**config.mk**
```make
export PLATFORM = sky130hd
export DESIGN_NAME = iers_core
export DESIGN_NICKNAME = d
export VERILOG_FILES = /design/src/rtl/iers_pkg.sv /design/src/rtl/iers_core.sv
export SDC_FILE = /design/constraint.sdc
export NUM_CORES = 1
export LEC_CHECK = 0
export BUFFER_PORTS_ARGS = -buffer_cell sky130_fd_sc_hd__buf_4
export CORE_MARGIN = 2
export CORE_UTILIZATION = 49
export CTS_BUF_LIST = sky130_fd_sc_hd__clkbuf_4
export DETAILED_ROUTE_END_ITERATION = 10
export PLACE_DENSITY = 0.87
export SETUP_SLACK_MARGIN = 0.1
export SYNTH_ARGS = -nofsm -noshare
export SYNTH_HDL_FRONTEND = slang
export SYNTH_SLANG_ARGS = --single-unit
```
**constraint.sdc**
```tcl
create_clock -name hclk -period 4.8 [get_ports hclk]
set_clock_uncertainty 0.1 [all_clocks]
set_input_delay 0.72 -clock hclk [delete_from_list [all_inputs] [get_ports hclk]]
set_output_delay 0.72 -clock hclk [all_outputs]
set_load 0.02 [all_outputs]
```
**src/rtl/iers_pkg.sv**
```systemverilog
// Package: constants, types and register map of the idle exit and reset status block
package iers_pkg;

    // Register byte offsets
    localparam logic [7:0] RESET_CAUSE_STATUS_OFS = 8'h00;
    localparam logic [7:0] CONTROL_OFS            = 8'h04;
    localparam logic [7:0] MODE_STATUS_OFS        = 8'h08;

    // Reset cause status field positions
    localparam int IRQ_PRIO_BIT   = 7;
    localparam int CFG_MISM_BIT   = 5;
    localparam int RST_INSTR_BIT  = 4;
    localparam int WDT_EXP_BIT    = 3;
    localparam int SLEEP_ENT_BIT  = 2;
    localparam int POWERON_BIT    = 1;
    localparam int BROWNOUT_BIT   = 0;
    // Value after power-on: priority off, flags 1 1 1 1 0 0
    localparam logic [7:0] RESET_CAUSE_POR_VAL = 8'h3C;
    // Software may write bits 7,5,4,1,0; bits 3,2 read only, bit 6 absent
    localparam logic [7:0] RESET_CAUSE_WR_MASK = 8'hB3;

    // Control register field positions
    localparam int CTL_IDLE_BIT   = 0;
    localparam int CTL_SRC_LSB    = 1;
    localparam int CTL_SECEN_BIT  = 3;
    localparam int CTL_GIE_BIT    = 4;
    localparam logic [4:0] CONTROL_RST_VAL = 5'h00;

    // Clock source select encodings
    localparam logic [1:0] SRC_SEL_SEC = 2'h1;
    localparam logic [1:0] SRC_SEL_PRI = 2'h2;

    // Default counts in device clock cycles, and the number of interrupt sources
    localparam int CPU_WAKE_CYCLES_DEF = 4;
    localparam int PIN_FILTER_CYCLES_DEF = 8;
    localparam int IRQ_SOURCES_DEF = 8;

    typedef enum logic [1:0] {CLK_RC, CLK_SEC, CLK_PRI} iers_clk_src_t;

    typedef enum logic [3:0] {
        CAUSE_POWERON, CAUSE_PIN_RUN, CAUSE_PIN_LOWPWR, CAUSE_WATCHDOG,
        CAUSE_CFG_MISMATCH, CAUSE_BROWNOUT, CAUSE_RESET_INSTR,
        CAUSE_STACK_FULL, CAUSE_STACK_UNDER
    } iers_cause_t;

    // Instruction strobes from the core, one cycle each
    typedef struct packed {
        logic sleep;
        logic wdt_clear;
        logic reset_instr;
    } iers_core_ev_t;

    // Reset-producing events from other on-chip monitors, one cycle each
    typedef struct packed {
        logic brownout;
        logic cfg_mismatch;
        logic stack_full;
        logic stack_under;
    } iers_rst_ev_t;

    // Clock steering toward the clock sources
    typedef struct packed {
        logic          cpu_clk_en;
        logic          periph_clk_en;
        iers_clk_src_t periph_src;
        logic          primary_osc_en;
        logic          internal_rc_osc_en;
        logic          ost_start;
    } iers_clk_ctl_t;

endpackage : iers_pkg

```
**src/rtl/iers_core.sv**
```systemverilog
// Idle mode control, wake sequencing and reset cause tracking behind an AHB-Lite slave
`timescale 1ns/1ps
`default_nettype none
module iers_core
    import iers_pkg::*;
#(
    parameter int CPU_WAKE_CYCLES   = CPU_WAKE_CYCLES_DEF,
    parameter int PIN_FILTER_CYCLES = PIN_FILTER_CYCLES_DEF,
    parameter int IRQ_SOURCES       = IRQ_SOURCES_DEF
) (
    // Clock and power-on reset
    input  wire logic                   hclk,
    input  wire logic                   hresetn,
    // AHB-Lite slave
    input  wire logic                   hsel,
    input  wire logic [31:0]            haddr,
    input  wire logic [1:0]             htrans,
    input  wire logic                   hwrite,
    input  wire logic [2:0]             hsize,
    input  wire logic [31:0]            hwdata,
    input  wire logic                   hready,
    output logic                        hreadyout,
    output logic                        hresp,
    output logic [31:0]                 hrdata,
    // Core and interrupt side
    input  wire iers_core_ev_t          core_ev,
    input  wire logic [IRQ_SOURCES-1:0] irq_flags,
    input  wire logic [IRQ_SOURCES-1:0] irq_enables,
    output logic                        cpu_resume,
    output logic                        branch_to_vector,
    // Watchdog and monitors
    input  wire logic                   wdt_expire,
    input  wire logic                   wdt_enable,
    input  wire logic                   fscm_enable,
    input  wire logic                   clock_lost,
    output logic                        wdt_counter_clear,
    // Clock sources
    input  wire logic                   sec_osc_running,
    input  wire logic                   primary_ready,
    input  wire logic                   external_clock_mode,
    output iers_clk_ctl_t               clk_ctl,
    output logic                        primary_clock_status,
    output logic                        secondary_clock_active,
    // Reset sources and outcome
    input  wire iers_rst_ev_t           rst_ev,
    input  wire logic                   regulator_enable,
    input  wire logic                   external_reset_pin_n_i,
    output logic                        external_reset_pin_n_o,
    output logic                        external_reset_pin_n_oe,
    output logic                        device_reset,
    output iers_cause_t                 last_cause
);

    typedef enum logic [2:0] {ST_RUN, ST_SLEEP, ST_IDLE, ST_OST, ST_WAKE} iers_state_t;

    localparam int WCW = $clog2(CPU_WAKE_CYCLES + 1);
    localparam int FCW = $clog2(PIN_FILTER_CYCLES + 1);
    localparam logic [WCW-1:0] WAKE_LAST = WCW'(CPU_WAKE_CYCLES - 1);
    localparam logic [FCW-1:0] FILT_LAST = FCW'(PIN_FILTER_CYCLES);

    iers_state_t      state_reg, state_next;
    iers_clk_src_t    src_reg, src_next;
    logic [7:0]       rcause_reg, rcause_next;
    logic [4:0]       ctl_reg;
    logic [WCW-1:0]   wake_cnt_reg;
    logic [FCW-1:0]   filt_cnt_reg;
    logic             pin_reset_reg;
    logic             irq_woke_reg;
    logic             reset_pulse_reg;
    logic             resume_reg;
    logic             branch_reg;
    iers_cause_t      cause_reg;
    logic             wr_pend_reg;
    logic [7:0]       wr_addr_reg;
    logic [31:0]      rdata_reg;

    // Control field views
    wire              idle_select         = ctl_reg[CTL_IDLE_BIT];
    wire logic [1:0]  clock_source_select = ctl_reg[CTL_SRC_LSB +: 2];
    wire              secondary_osc_enable = ctl_reg[CTL_SECEN_BIT];
    wire              global_irq_enable   = ctl_reg[CTL_GIE_BIT];

    // Bus decode
    wire              bus_req   = hsel & hready & htrans[1];
    wire              bus_wr    = bus_req & hwrite;
    wire              bus_rd    = bus_req & ~hwrite;
    wire              wr_rcause = wr_pend_reg & (wr_addr_reg == RESET_CAUSE_STATUS_OFS);
    wire              wr_ctl    = wr_pend_reg & (wr_addr_reg == CONTROL_OFS);

    // Wake and instruction decode
    wire              low_power  = (state_reg == ST_SLEEP) | (state_reg == ST_IDLE);
    wire              irq_wake   = |(irq_flags & irq_enables);
    wire              wdt_wake   = wdt_expire & low_power;
    wire              wdt_reset  = wdt_expire & ~low_power;
    wire              sec_sel    = (clock_source_select == SRC_SEL_SEC);
    wire              pri_sel    = (clock_source_select == SRC_SEL_PRI);
    wire              in_run     = (state_reg == ST_RUN);
    // Secondary idle entry refused when its oscillator is off
    wire              sleep_ok   = core_ev.sleep & in_run
                                   & ~(idle_select & sec_sel & ~secondary_osc_enable);
    wire              ost_needed = ~external_clock_mode;

    // Filtered reset pin level; a short low pulse never reaches the counter end
    wire              pin_assert = (filt_cnt_reg == FILT_LAST);
    wire              pin_event  = pin_assert & ~pin_reset_reg;

    // Any reset event; the cause block below picks the cause by its own priority, pin first
    wire              any_reset  = pin_event | wdt_reset | core_ev.reset_instr
                                   | rst_ev.brownout | rst_ev.cfg_mismatch
                                   | rst_ev.stack_full | rst_ev.stack_under;

    // Pin is input only: internal resets, watchdog included, never drive it
    assign external_reset_pin_n_o  = 1'b1;
    assign external_reset_pin_n_oe = 1'b0;

    // Reset pin noise filter
    always_ff @(posedge hclk or negedge hresetn) begin
        if (!hresetn) begin
            filt_cnt_reg  <= '0;
            pin_reset_reg <= 1'b0;
        end else begin
            if (external_reset_pin_n_i) begin
                filt_cnt_reg <= '0;
            end else if (!pin_assert) begin
                filt_cnt_reg <= filt_cnt_reg + FCW'(1);
            end
            pin_reset_reg <= pin_assert;
        end
    end

    // Mode sequencer: entry, wake, start-up wait and wake delay
    always_comb begin
        state_next = state_reg;
        src_next   = src_reg;
        case (state_reg)
            ST_RUN: begin
                if (sleep_ok && idle_select) begin
                    state_next = ST_IDLE;
                    if (sec_sel) begin
                        src_next = CLK_SEC;
                    end else if (pri_sel) begin
                        src_next = CLK_PRI;
                    end else begin
                        src_next = CLK_RC;
                    end
                end else if (sleep_ok) begin
                    state_next = ST_SLEEP;
                end else if (sec_sel && secondary_osc_enable) begin
                    src_next = CLK_SEC;
                end else if (pri_sel && (primary_ready || external_clock_mode)) begin
                    src_next = CLK_PRI;
                end else if (!sec_sel && !pri_sel) begin
                    src_next = CLK_RC;
                end
            end
            ST_IDLE: begin
                // Idle keeps its source; only the delay stands before the CPU
                if (irq_wake || wdt_wake) begin
                    state_next = ST_WAKE;
                end
            end
            ST_SLEEP: begin
                if (irq_wake || wdt_wake) begin
                    if (sec_sel && secondary_osc_enable) begin
                        src_next   = CLK_SEC;
                        state_next = ST_WAKE;
                    end else if (pri_sel) begin
                        src_next   = CLK_PRI;
                        state_next = ost_needed ? ST_OST : ST_WAKE;
                    end else begin
                        src_next   = CLK_RC;
                        state_next = ST_WAKE;
                    end
                end
            end
            ST_OST: begin
                if (primary_ready) begin
                    state_next = ST_WAKE;
                end
            end
            ST_WAKE: begin
                if (wake_cnt_reg == WAKE_LAST) begin
                    state_next = ST_RUN;
                end
            end
            default: begin
                state_next = ST_RUN;
            end
        endcase
        // A reset wins over everything and lands on the internal oscillator
        if (any_reset) begin
            state_next = ST_RUN;
            src_next   = CLK_RC;
        end
    end

    always_ff @(posedge hclk or negedge hresetn) begin
        if (!hresetn) begin
            state_reg <= ST_RUN;
            src_reg   <= CLK_RC;
        end else begin
            state_reg <= state_next;
            src_reg   <= src_next;
        end
    end

    // Wake delay counter, fixed length after every wake event
    always_ff @(posedge hclk or negedge hresetn) begin
        if (!hresetn) begin
            wake_cnt_reg <= '0;
        end else if (state_reg != ST_WAKE) begin
            wake_cnt_reg <= '0;
        end else begin
            wake_cnt_reg <= wake_cnt_reg + WCW'(1);
        end
    end

    // Resume strobe and vector decision; the interrupt cause is remembered
    always_ff @(posedge hclk or negedge hresetn) begin
        if (!hresetn) begin
            irq_woke_reg <= 1'b0;
            resume_reg   <= 1'b0;
            branch_reg   <= 1'b0;
        end else begin
            if (low_power && (irq_wake || wdt_wake)) begin
                irq_woke_reg <= irq_wake;
            end
            resume_reg <= (state_reg == ST_WAKE) && (state_next == ST_RUN);
            branch_reg <= (state_reg == ST_WAKE) && (state_next == ST_RUN)
                          && irq_woke_reg && global_irq_enable;
        end
    end

    assign cpu_resume       = resume_reg;
    assign branch_to_vector = branch_reg;

    // Watchdog clear on sleep, clear instruction or lost clock under the monitor
    assign wdt_counter_clear = core_ev.sleep | core_ev.wdt_clear
                               | (clock_lost & fscm_enable);

    // Clock steering
    always_comb begin
        clk_ctl.cpu_clk_en     = (state_reg == ST_RUN);
        clk_ctl.periph_clk_en  = (state_reg != ST_SLEEP) && (state_reg != ST_OST)
                                 && !((src_reg == CLK_SEC) && !sec_osc_running);
        clk_ctl.periph_src     = src_reg;
        clk_ctl.primary_osc_en = ((src_reg == CLK_PRI) && (state_reg != ST_SLEEP))
                                 || (in_run && pri_sel);
        clk_ctl.internal_rc_osc_en       = ((src_reg == CLK_RC) && (state_reg != ST_SLEEP))
                                 || wdt_enable || fscm_enable;
        clk_ctl.ost_start      = (state_reg == ST_SLEEP) && (state_next == ST_OST);
    end

    // Clock source status bits
    assign primary_clock_status   = (src_reg == CLK_PRI) && (state_reg != ST_SLEEP)
                                    && (state_reg != ST_OST);
    assign secondary_clock_active = (src_reg == CLK_SEC) && (state_reg != ST_SLEEP);

    // Reset status flags: events override a software write in the same cycle
    always_comb begin
        rcause_next = rcause_reg;
        if (wr_rcause) begin
            rcause_next = (rcause_reg & ~RESET_CAUSE_WR_MASK)
                          | (hwdata[7:0] & RESET_CAUSE_WR_MASK);
        end
        if (core_ev.sleep) begin
            rcause_next[WDT_EXP_BIT]   = 1'b1;
            rcause_next[SLEEP_ENT_BIT] = 1'b0;
        end
        if (core_ev.wdt_clear) begin
            rcause_next[WDT_EXP_BIT]   = 1'b1;
            rcause_next[SLEEP_ENT_BIT] = 1'b1;
        end
        if (wdt_expire) begin
            rcause_next[WDT_EXP_BIT] = 1'b0;
        end
        if (pin_event) begin
            rcause_next[WDT_EXP_BIT] = low_power | ~in_run | (src_reg != CLK_PRI)
                                       ? 1'b1 : rcause_reg[WDT_EXP_BIT];
            if (low_power) begin
                rcause_next[SLEEP_ENT_BIT] = 1'b0;
            end
        end
        if (core_ev.reset_instr) begin
            rcause_next[RST_INSTR_BIT] = 1'b0;
        end
        if (rst_ev.cfg_mismatch) begin
            rcause_next[CFG_MISM_BIT] = 1'b0;
        end
        if (rst_ev.brownout) begin
            rcause_next[CFG_MISM_BIT]  = 1'b1;
            rcause_next[RST_INSTR_BIT] = 1'b1;
            rcause_next[WDT_EXP_BIT]   = 1'b1;
            rcause_next[SLEEP_ENT_BIT] = 1'b1;
            rcause_next[BROWNOUT_BIT]  = 1'b0;
        end
        rcause_next[6] = 1'b0;
    end

    // Power-on reset sets the flags to their power-up pattern
    always_ff @(posedge hclk or negedge hresetn) begin
        if (!hresetn) begin
            rcause_reg <= RESET_CAUSE_POR_VAL;
        end else begin
            rcause_reg <= rcause_next;
        end
    end

    // Reset outcome and cause code
    always_ff @(posedge hclk or negedge hresetn) begin
        if (!hresetn) begin
            reset_pulse_reg <= 1'b0;
            cause_reg       <= CAUSE_POWERON;
        end else begin
            reset_pulse_reg <= any_reset;
            if (pin_event) begin
                cause_reg <= low_power ? CAUSE_PIN_LOWPWR : CAUSE_PIN_RUN;
            end else if (wdt_reset) begin
                cause_reg <= CAUSE_WATCHDOG;
            end else if (rst_ev.cfg_mismatch) begin
                cause_reg <= CAUSE_CFG_MISMATCH;
            end else if (rst_ev.brownout) begin
                cause_reg <= CAUSE_BROWNOUT;
            end else if (core_ev.reset_instr) begin
                cause_reg <= CAUSE_RESET_INSTR;
            end else if (rst_ev.stack_full) begin
                cause_reg <= CAUSE_STACK_FULL;
            end else if (rst_ev.stack_under) begin
                cause_reg <= CAUSE_STACK_UNDER;
            end
        end
    end

    // The pin holds the device in reset as long as it stays low
    assign device_reset = reset_pulse_reg | pin_reset_reg;
    assign last_cause   = cause_reg;

    // Control register: mode bits are never touched by a wake
    always_ff @(posedge hclk or negedge hresetn) begin
        if (!hresetn) begin
            ctl_reg <= CONTROL_RST_VAL;
        end else if (wr_ctl) begin
            ctl_reg <= hwdata[4:0];
        end
    end

    // Bus address phase capture; zero wait states so no stall is ever needed
    always_ff @(posedge hclk or negedge hresetn) begin
        if (!hresetn) begin
            wr_pend_reg <= 1'b0;
            wr_addr_reg <= 8'h00;
        end else begin
            wr_pend_reg <= bus_wr && (haddr[31:8] == 24'h000000);
            wr_addr_reg <= haddr[7:0];
        end
    end

    // Read mux: brown-out flag forced low while the regulator is off
    wire [7:0] rcause_view = {rcause_reg[7:1],
                              rcause_reg[BROWNOUT_BIT] & regulator_enable};
    wire [31:0] mode_view  = {20'h00000, cause_reg, 1'b0, state_reg,
                              primary_clock_status, secondary_clock_active,
                              src_reg};
    wire [31:0] rd_mux     =
        (haddr == {24'h000000, RESET_CAUSE_STATUS_OFS}) ? {24'h000000, rcause_view} :
        (haddr == {24'h000000, CONTROL_OFS})            ? {27'h0000000, ctl_reg}    :
        (haddr == {24'h000000, MODE_STATUS_OFS})        ? mode_view                 :
                                                          32'h00000000;

    always_ff @(posedge hclk or negedge hresetn) begin
        if (!hresetn) begin
            rdata_reg <= 32'h00000000;
        end else if (bus_rd) begin
            rdata_reg <= rd_mux;
        end
    end

    assign hreadyout = 1'b1;
    assign hresp     = 1'b0;
    assign hrdata    = rdata_reg;

    // Unused bus inputs kept visible to avoid silent drop warnings
    wire unused_ok = &{1'b0, hsize, htrans[0]};

endmodule : iers_core
`default_nettype wire

```
==> impl_results.md, run 1 <==
- Max-Slew Margin vs Limit: 40.04%
- GPL Wtd Cong: 0.8985
- Root Buffer: clkbuf_4
- Vias per cell: 5.580
- RR Endpoint: hrdata[2]
- Most frequent cells in the layout: 106 x buf_4, 50 x dfrtp_1, 27 x nand2_1, 24 x nor2_1, 24 x conb_1
- Final setup TNS: 0 ns
- CP Max Fanout: 13
- Initial antenna violation count: 0
- CP bufs+invs: 1
- Slowest stage delay, CP: 0.79 ns
- LEAKAGE: 1.743 nW
- GRT Total Usage: 23.16%
- Area of the core: 5540 um2
- Final setup fails: 0
- R2R Path Start: state_reg[2]
- Seq/Total Area, Yosys: 47.69%
- Utilization after layout: 66.19%
- Setup crit end kind: primary output
- Psw: 0.2149 mW
- Drt wl/cell: 15.54 um
- CP Depth: 5
- EDFF count, synth: 0
- CTS Buffer Depth: 2
- Top cells by area, synth: dfrtp_1 44%, buf_4 6.6%, dfstp_2 3.7%, nand2_1 3.6%, nor2_1 3.2%
- Die area: 6430 um2
- Worst slew pin tran: 0.8974 ns
- H-tree levels: 2
- Pwr dens: 237.9 nW/um2
- HPWL Detailed: 5595 um
- Final min period: 3.148 ns
- Max-cap violations: 0
- Drt initial violations: 164
- Dominant synthesized flop cell: dfrtp_1
- Post-Synthesis Cells: 294
- Final Hold Viols: 0
- Unique masters post-synth: 54
- Die X: 80.19 um
- Routed Antenna Nets: 0
- CP max stage cell: nor3b_1
- Overflow after GRT: 0
- Data arrival, critical path: 2.33 ns
- Row count: 27
- Post-place setup slack: 1.881 ns
- Status: completed
- Clock Latency Late Sink: 0.37 ns
- Cts bufs inserted: 5
- Flop pwr share: 55.1%
- Share of cells above drive strength 1: 33.67%
- Worst EP required: 3.98 ns
- Synth top area share: 43.99%
- DR vias: 2606
- Crit-path cells: nor3b_1 -> o21a_1 -> nand2_1 -> nor2_1 -> buf_4
- Seq. cell area: 1356 um2
- Largest net degree at the start of global routing: 55
- Critical Path Source: state_reg[2]
- Slew Viols, Final: 0
- Syn Std Cell Area: 2844 um2
- TritonCTS clock tree: built
- Clock power frac: 29.4%
- Synth area leader: dfrtp_1
- VDD IR max: 0.1759 mV
- Vias in the first global route: 2471
- Final wirelength: 7258 um
- Drt drc: 0
- RSZ-0062 raised after global routing: no
- Fmax: 0.3177 GHz
- Async SR Flop Fraction: 100.0%
- Ant diodes: 0
- Final WS setup: 1.652 ns
- Final #Nets: 504
- Max reg flops: 12
- Internal power component: 0.6575 mW
- Worst R2R Path Depth: 5
- Setup slack, reg-to-reg: 2.58 ns
- Fillers: 471
- Synth warn: 0
- First-pass DRT Iterations: 6
- Area of the multi-input gates: 1286 um2
- Synthesized area per cell: 9.673 um2
- Critical path class: reg -> out
- Hold WC Path Type: in -> async
- CTS Hold Bufs: 0
- Clock Sinks: 54
- CP top delay family: simple AND/OR/NAND/NOR gates
- Clk slew on worst S/H paths: 0.14 ns
- Layout area overhead: 28.95%
- Logic gate share of total power: 15.5%
- Post_cts resized: 0
- Switching power share of the total: 24.63%
- Critical Path Start Type: register
- Setup repair bufs after CTS: 0
- Die H: 80.19 um
- Commonest non-fill, non-tap cell in the layout: buf_4
- Seq cells post-synth: 54
- First-pass GRT wire length: 11580 um
- Top-Level Pins: 159
- Power, Total: 0.8723 mW
- Setup crit end: clk_ctl[0]
- Tcrit/Tclk final: 65.57%
- IO buf count: 105
- Min Hold Slack: 0.2556 ns
- Initial Util: 51.33%
[synth_stat cells, drive strengths merged (4+ instances only)]
library cell,number
o21ai,15
nor3,5
mux2i,8
nand2,27
a22oi,6
clkbuf,8
nand2b,5
buf,27
nor4,12
a21oi,16
ha,4
dfstp,4
inv,15
dfrtp,50
nand3,4
o31ai,7
mux2,7
nor2,24
or3,4
[cell families (layout without fill, tap and decap cells)]
group | Yosys count | in the layout | share of synthesized area [%]
other | 2 | 24 | 0.2641
adders and majority gates | 4 | 4 | 1.760
DFF | 54 | 54 | 47.69
buffers and inverters | 50 | 129 | 9.987
and+or+nand+nor | 103 | 103 | 19.18
xor gates and xnor gates | 4 | 4 | 1.232
AOI/OAI and AO/OA | 62 | 62 | 14.30
muxes | 15 | 15 | 5.588
[final cells by class]
class	instances	area share, %
clock inverters	1	0.8188
well taps	72	2.456
flip-flops and latches	54	36.98
repair buffers	106	21.70
inverters	15	1.535
clock buffers	7	1.433
multi-input cells	212	35.07
[worst reg2reg max path: stages, from the launching register on]
cell,delay (ns)
dfrtp_1,0.55
nor3b_1,0.79
nor2_1,0.19
mux2i_1,0.19
a2bb2oi_1,0.19
o31ai_1,0.08
[per-stage QoR]
| stage | std cells | cell area (um2) |
|---|---|---|
| after global placement | 459 | 3585 |
| after floorplan | 316 | 2927 |
| after CTS | 467 | 3667 |
| after detailed placement | 459 | 3585 |
| final | 467 | 3667 |
| after global routing | 467 | 3667 |
[layer usage]
layer / vias up / GRT usage (%) / part of all wire [%]
met5: - / 0 / 0
met4: 0 / 10.17 / 2.9
met3: 31 / 4.831 / 9.2
met2: 148 / 38.00 / 50
met1: 1229 / 29.47 / 38
li1: 1198 / - / -
[worst min path at each step]
stage | endpoint | slack (ns) | cells past startpoint | from
detailed placement | wake_cnt_reg[0] | 0.33 | 1 | wake_cnt_reg[0]
CTS | wr_addr_reg[7] | 0.28 | 1 | hresetn
floorplan | wake_cnt_reg[0] | 0.31 | 1 | wake_cnt_reg[0]
global placement | wake_cnt_reg[0] | 0.32 | 1 | wake_cnt_reg[0]
global route | hrdata[3] | 0.29 | 1 | hresetn
finish | wr_addr_reg[0] | 0.26 | 1 | hresetn
[power groups by stage]
stage               combinational (mW)  sequential, mW  clock, mW
CTS                              0.135           0.480      0.262
global route                     0.148           0.483      0.282
global placement                 0.130           0.488          0
finish                           0.135           0.481      0.257
floorplan                       0.0722           0.488          0
detailed placement               0.134           0.489          0
Power figures use the tool's default switching activity.
==> inputs of run 2 (changes only) <==
- ABC_AREA: default -> 1
- CORE_UTILIZATION: 49 -> 42
- PLACE_DENSITY: 0.87 -> 0.78
- clock period: 4.8 -> 2.6 ns (I/O delays scaled with it)
==> impl_results.md, run 2 <==
- Final setup TNS: 0 ns (unchanged)
- Status: completed (unchanged)
- IO buf count: 105 (unchanged)
- First-pass GRT wire length: 11940 um (was 11580 um)
- Setup crit end: clk_ctl[0] (unchanged)
- Initial antenna violation count: 0 (unchanged)
- Worst slew pin tran: 0.6667 ns (was 0.8974 ns)
- Clock Latency Late Sink: 0.36 ns (was 0.37 ns)
- R2R Path Start: filt_cnt_reg[1] (was state_reg[2])
- Max-Slew Margin vs Limit: 55.56% (was 40.04%)
- RSZ-0062 raised after global routing: no (unchanged)
- Dpl cells: 582 (was 459)
- Pwr dens: 393.7 nW/um2 (was 237.9 nW/um2)
- Dominant synthesized flop cell: dfrtp_1 (unchanged)
- CP Max Fanout: 6 (was 13)
- Commonest non-fill, non-tap cell in the layout: buf_4 (unchanged)
- Final WS setup: 0.2011 ns (was 1.652 ns)
- Routed Antenna Nets: 0 (unchanged)
- First-pass DRT Iterations: 4 (was 6)
- Vias in the first global route: 2747 (was 2471)
- Crit-path cells: nor2_2 -> nand2_2 -> nor2_4 -> o211ai_2 -> nand3_1 -> nor2_1 -> nor3_2 -> buf_4 (was nor3b_1 -> o21a_1 -> nand2_1 -> nor2_1 -> buf_4)
- Root Buffer: clkbuf_4 (unchanged)
- Ant diodes: 0 (unchanged)
- Slew Viols, Final: 0 (unchanged)
- Most common cell in the netlist: nand2_1 (was dfrtp_1)
- CP bufs+invs: 1 (unchanged)
- RR Endpoint: branch_to_vector (was hrdata[2])
- Slowest stage delay, CP: 0.51 ns (was 0.79 ns)
- Min Hold Slack: 0.03144 ns (was 0.2556 ns)
- Critical Path Start Type: register (unchanged)
- Initial Util: 42.57% (was 51.33%)
- CTS Buffer Depth: 2 (unchanged)
- Die area: 7929 um2 (was 6430 um2)
- Largest net degree at the start of global routing: 55 (unchanged)
- Vias per cell: 4.790 (was 5.580)
- Critical path class: reg -> out (unchanged)
- Final Hold Viols: 0 (unchanged)
- Row count: 31 (was 27)
- LEAKAGE: 2.151 nW (was 1.743 nW)
- Layout area overhead: 31.63% (was 28.95%)
- Area of the core: 7137 um2 (was 5540 um2)
- Synth top area share: 41.19% (was 43.99%)
- Worst R2R Path Depth: 13 (was 5)
- Clock Sinks: 54 (unchanged)
- Setup slack, reg-to-reg: 0.81 ns (was 2.58 ns)
- EDFF count, synth: 0 (unchanged)
- Final min period: 2.399 ns
- Top-Level Pins: 159 (unchanged)
- CP top delay family: simple AND/OR/NAND/NOR gates (unchanged)
- Async SR Flop Fraction: 100.0% (unchanged)
- Final #Nets: 610 (was 504)
- Seq/Total Area, Yosys: 44.65% (was 47.69%)
- Top cells by area, synth: dfrtp_1 41%, nand2_1 11%, buf_4 6.4%, nand3_1 5.9%, nor2_1 5.7% (was dfrtp_1 44%, buf_4 6.6%, dfstp_2 3.7%, nand2_1 3.6%, nor2_1 3.2%)
- Worst EP required: 2.11 ns (was 3.98 ns)
- Most frequent cells in the layout: 112 x buf_4, 89 x nand2_1, 48 x dfrtp_1, 45 x nor2_1, 42 x inv_1 (was 106 x buf_4, 50 x dfrtp_1, 27 x nand2_1, 24 x nor2_1, 24 x conb_1)
- Max reg flops: 12 (unchanged)
- Seq cells post-synth: 54 (unchanged)
- List of most frequent post-synthesis cells: 90 x nand2_1, 50 x dfrtp_1, 46 x nor2_1 (was 50 x dfrtp_1, 27 x nand2_1, 25 x buf_4)
- Post-place setup slack: 0.3679 ns (was 1.881 ns)
- Max-cap violations: 0 (unchanged)
- Die X: 89.05 um (was 80.19 um)
- DR vias: 2869 (was 2606)
- Setup crit end kind: primary output (unchanged)
- VDD IR max: 0.2382 mV (was 0.1759 mV)
- Synth area leader: dfrtp_1 (unchanged)
- Data arrival, critical path: 1.91 ns (was 2.33 ns)
- TritonCTS clock tree: built (unchanged)
- Syn Std Cell Area: 3038 um2 (was 2844 um2)
- Fmax: 0.4169 GHz
- CP max stage cell: dfrtp_1 (was nor3b_1)
- GPL Wtd Cong: 0.9245 (was 0.8985)
- Drt drc: 0 (unchanged)
- Drt initial violations: 131 (was 164)
- Die H: 89.05 um (was 80.19 um)
- Hold WC Path Type: in -> reg (was in -> async)
- Synth warn: 0 (unchanged)
- Drt wl/cell: 12.18 um (was 15.54 um)
- Synthesized area per cell: 7.932 um2 (was 9.673 um2)
- Clk slew on worst S/H paths: 0.14 ns (about the same)
- Unique masters post-synth: 40 (was 54)
- GRT Total Usage: 19.05% (was 23.16%)
- Share of cells above drive strength 1: 31.60% (was 33.67%)
- HPWL Detailed: 5851 um (was 5595 um)
- Final setup fails: 0 (unchanged)
- Cts bufs inserted: 5 (unchanged)
- Critical Path Source: state_reg[1] (was state_reg[2])
- Post-Synthesis Cells: 383 (was 294)
- H-tree levels: 2 (unchanged)
- Overflow after GRT: 0 (unchanged)
- Tcrit/Tclk final: 92.26%
- CP Depth: 8 (was 5)
- Final wirelength: 7293 um (was 7258 um)
- Fin cells: 599 (was 467)
==> run 2: cell type report <==
type	count	area, um2
timing repair buffer	115	870.8
multi-input combinational	276	1394
tap	99	123.9
clock buffer	5	37.54
sequential	54	1359
clock inverter	2	33.78
fill	679	3138
inverter	48	180.2
==> run 2: what timing repair did <==
action | in CTS | in global routing
gates resized for setup | 2 | 3
setup buffers | 3 | 4
pin swaps | 0 | 3
cloned | 0 | 0
hold buffers | 1 | 2
setup endpoints to repair | 1 | 1
endpoints found under the hold margin | 50 | 2
==> run 2: worst min path at each step <==
stage               slack, ns            start  depth (start not counted)                to
finish                   0.03         haddr[1]                          1    wr_addr_reg[1]
global route            0.001         haddr[1]                          1    wr_addr_reg[1]
CTS                      0.01         haddr[7]                          1    wr_addr_reg[7]
global placement         0.32  wake_cnt_reg[0]                          1   wake_cnt_reg[0]
floorplan              -0.006          hresetn                          0  branch_to_vector
detailed placement       0.34  wake_cnt_reg[0]                          1   wake_cnt_reg[0]
==> run 2: per-stage QoR <==
stage               power (mW)  instance area [um2]  utilization [%]
floorplan                1.027                 3120                -
global placement         1.130                 3832            53.70
detailed placement       1.138                 3832            53.70
CTS                      1.589                 3944            55.26
global route             1.651                 3999            56.03
finish                   1.574                 3999            56.03
==> run 2: power by group <==
| group | switching [mW] | internal [mW] | total (mW) |
|---|---|---|---|
| combinational | 0.134 | 0.118 | 0.252 |
| clock | 0.249 | 0.195 | 0.444 |
| sequential | 0.0139 | 0.865 | 0.879 |
==> run 2: kinds of logic after synthesis <==
family | Yosys count | synth area share [%]
AO/OA/AOI/OAI | 40 | 8.279
XOR/XNOR | 1 | 0.2884
adder cells (fa/ha/maj) | 4 | 1.648
buffers and inverters | 75 | 12.52
flip-flops | 54 | 44.65
other | 2 | 0.2472
AND/OR/NAND/NOR | 207 | 32.37
==> run 2: layer usage <==
layer / routed length, um / GRT usage [%]
met1: 3046 / 23.74
met2: 3643 / 34.40
met3: 553 / 4.155
met4: 50 / 3.392
met5: 0 / 0
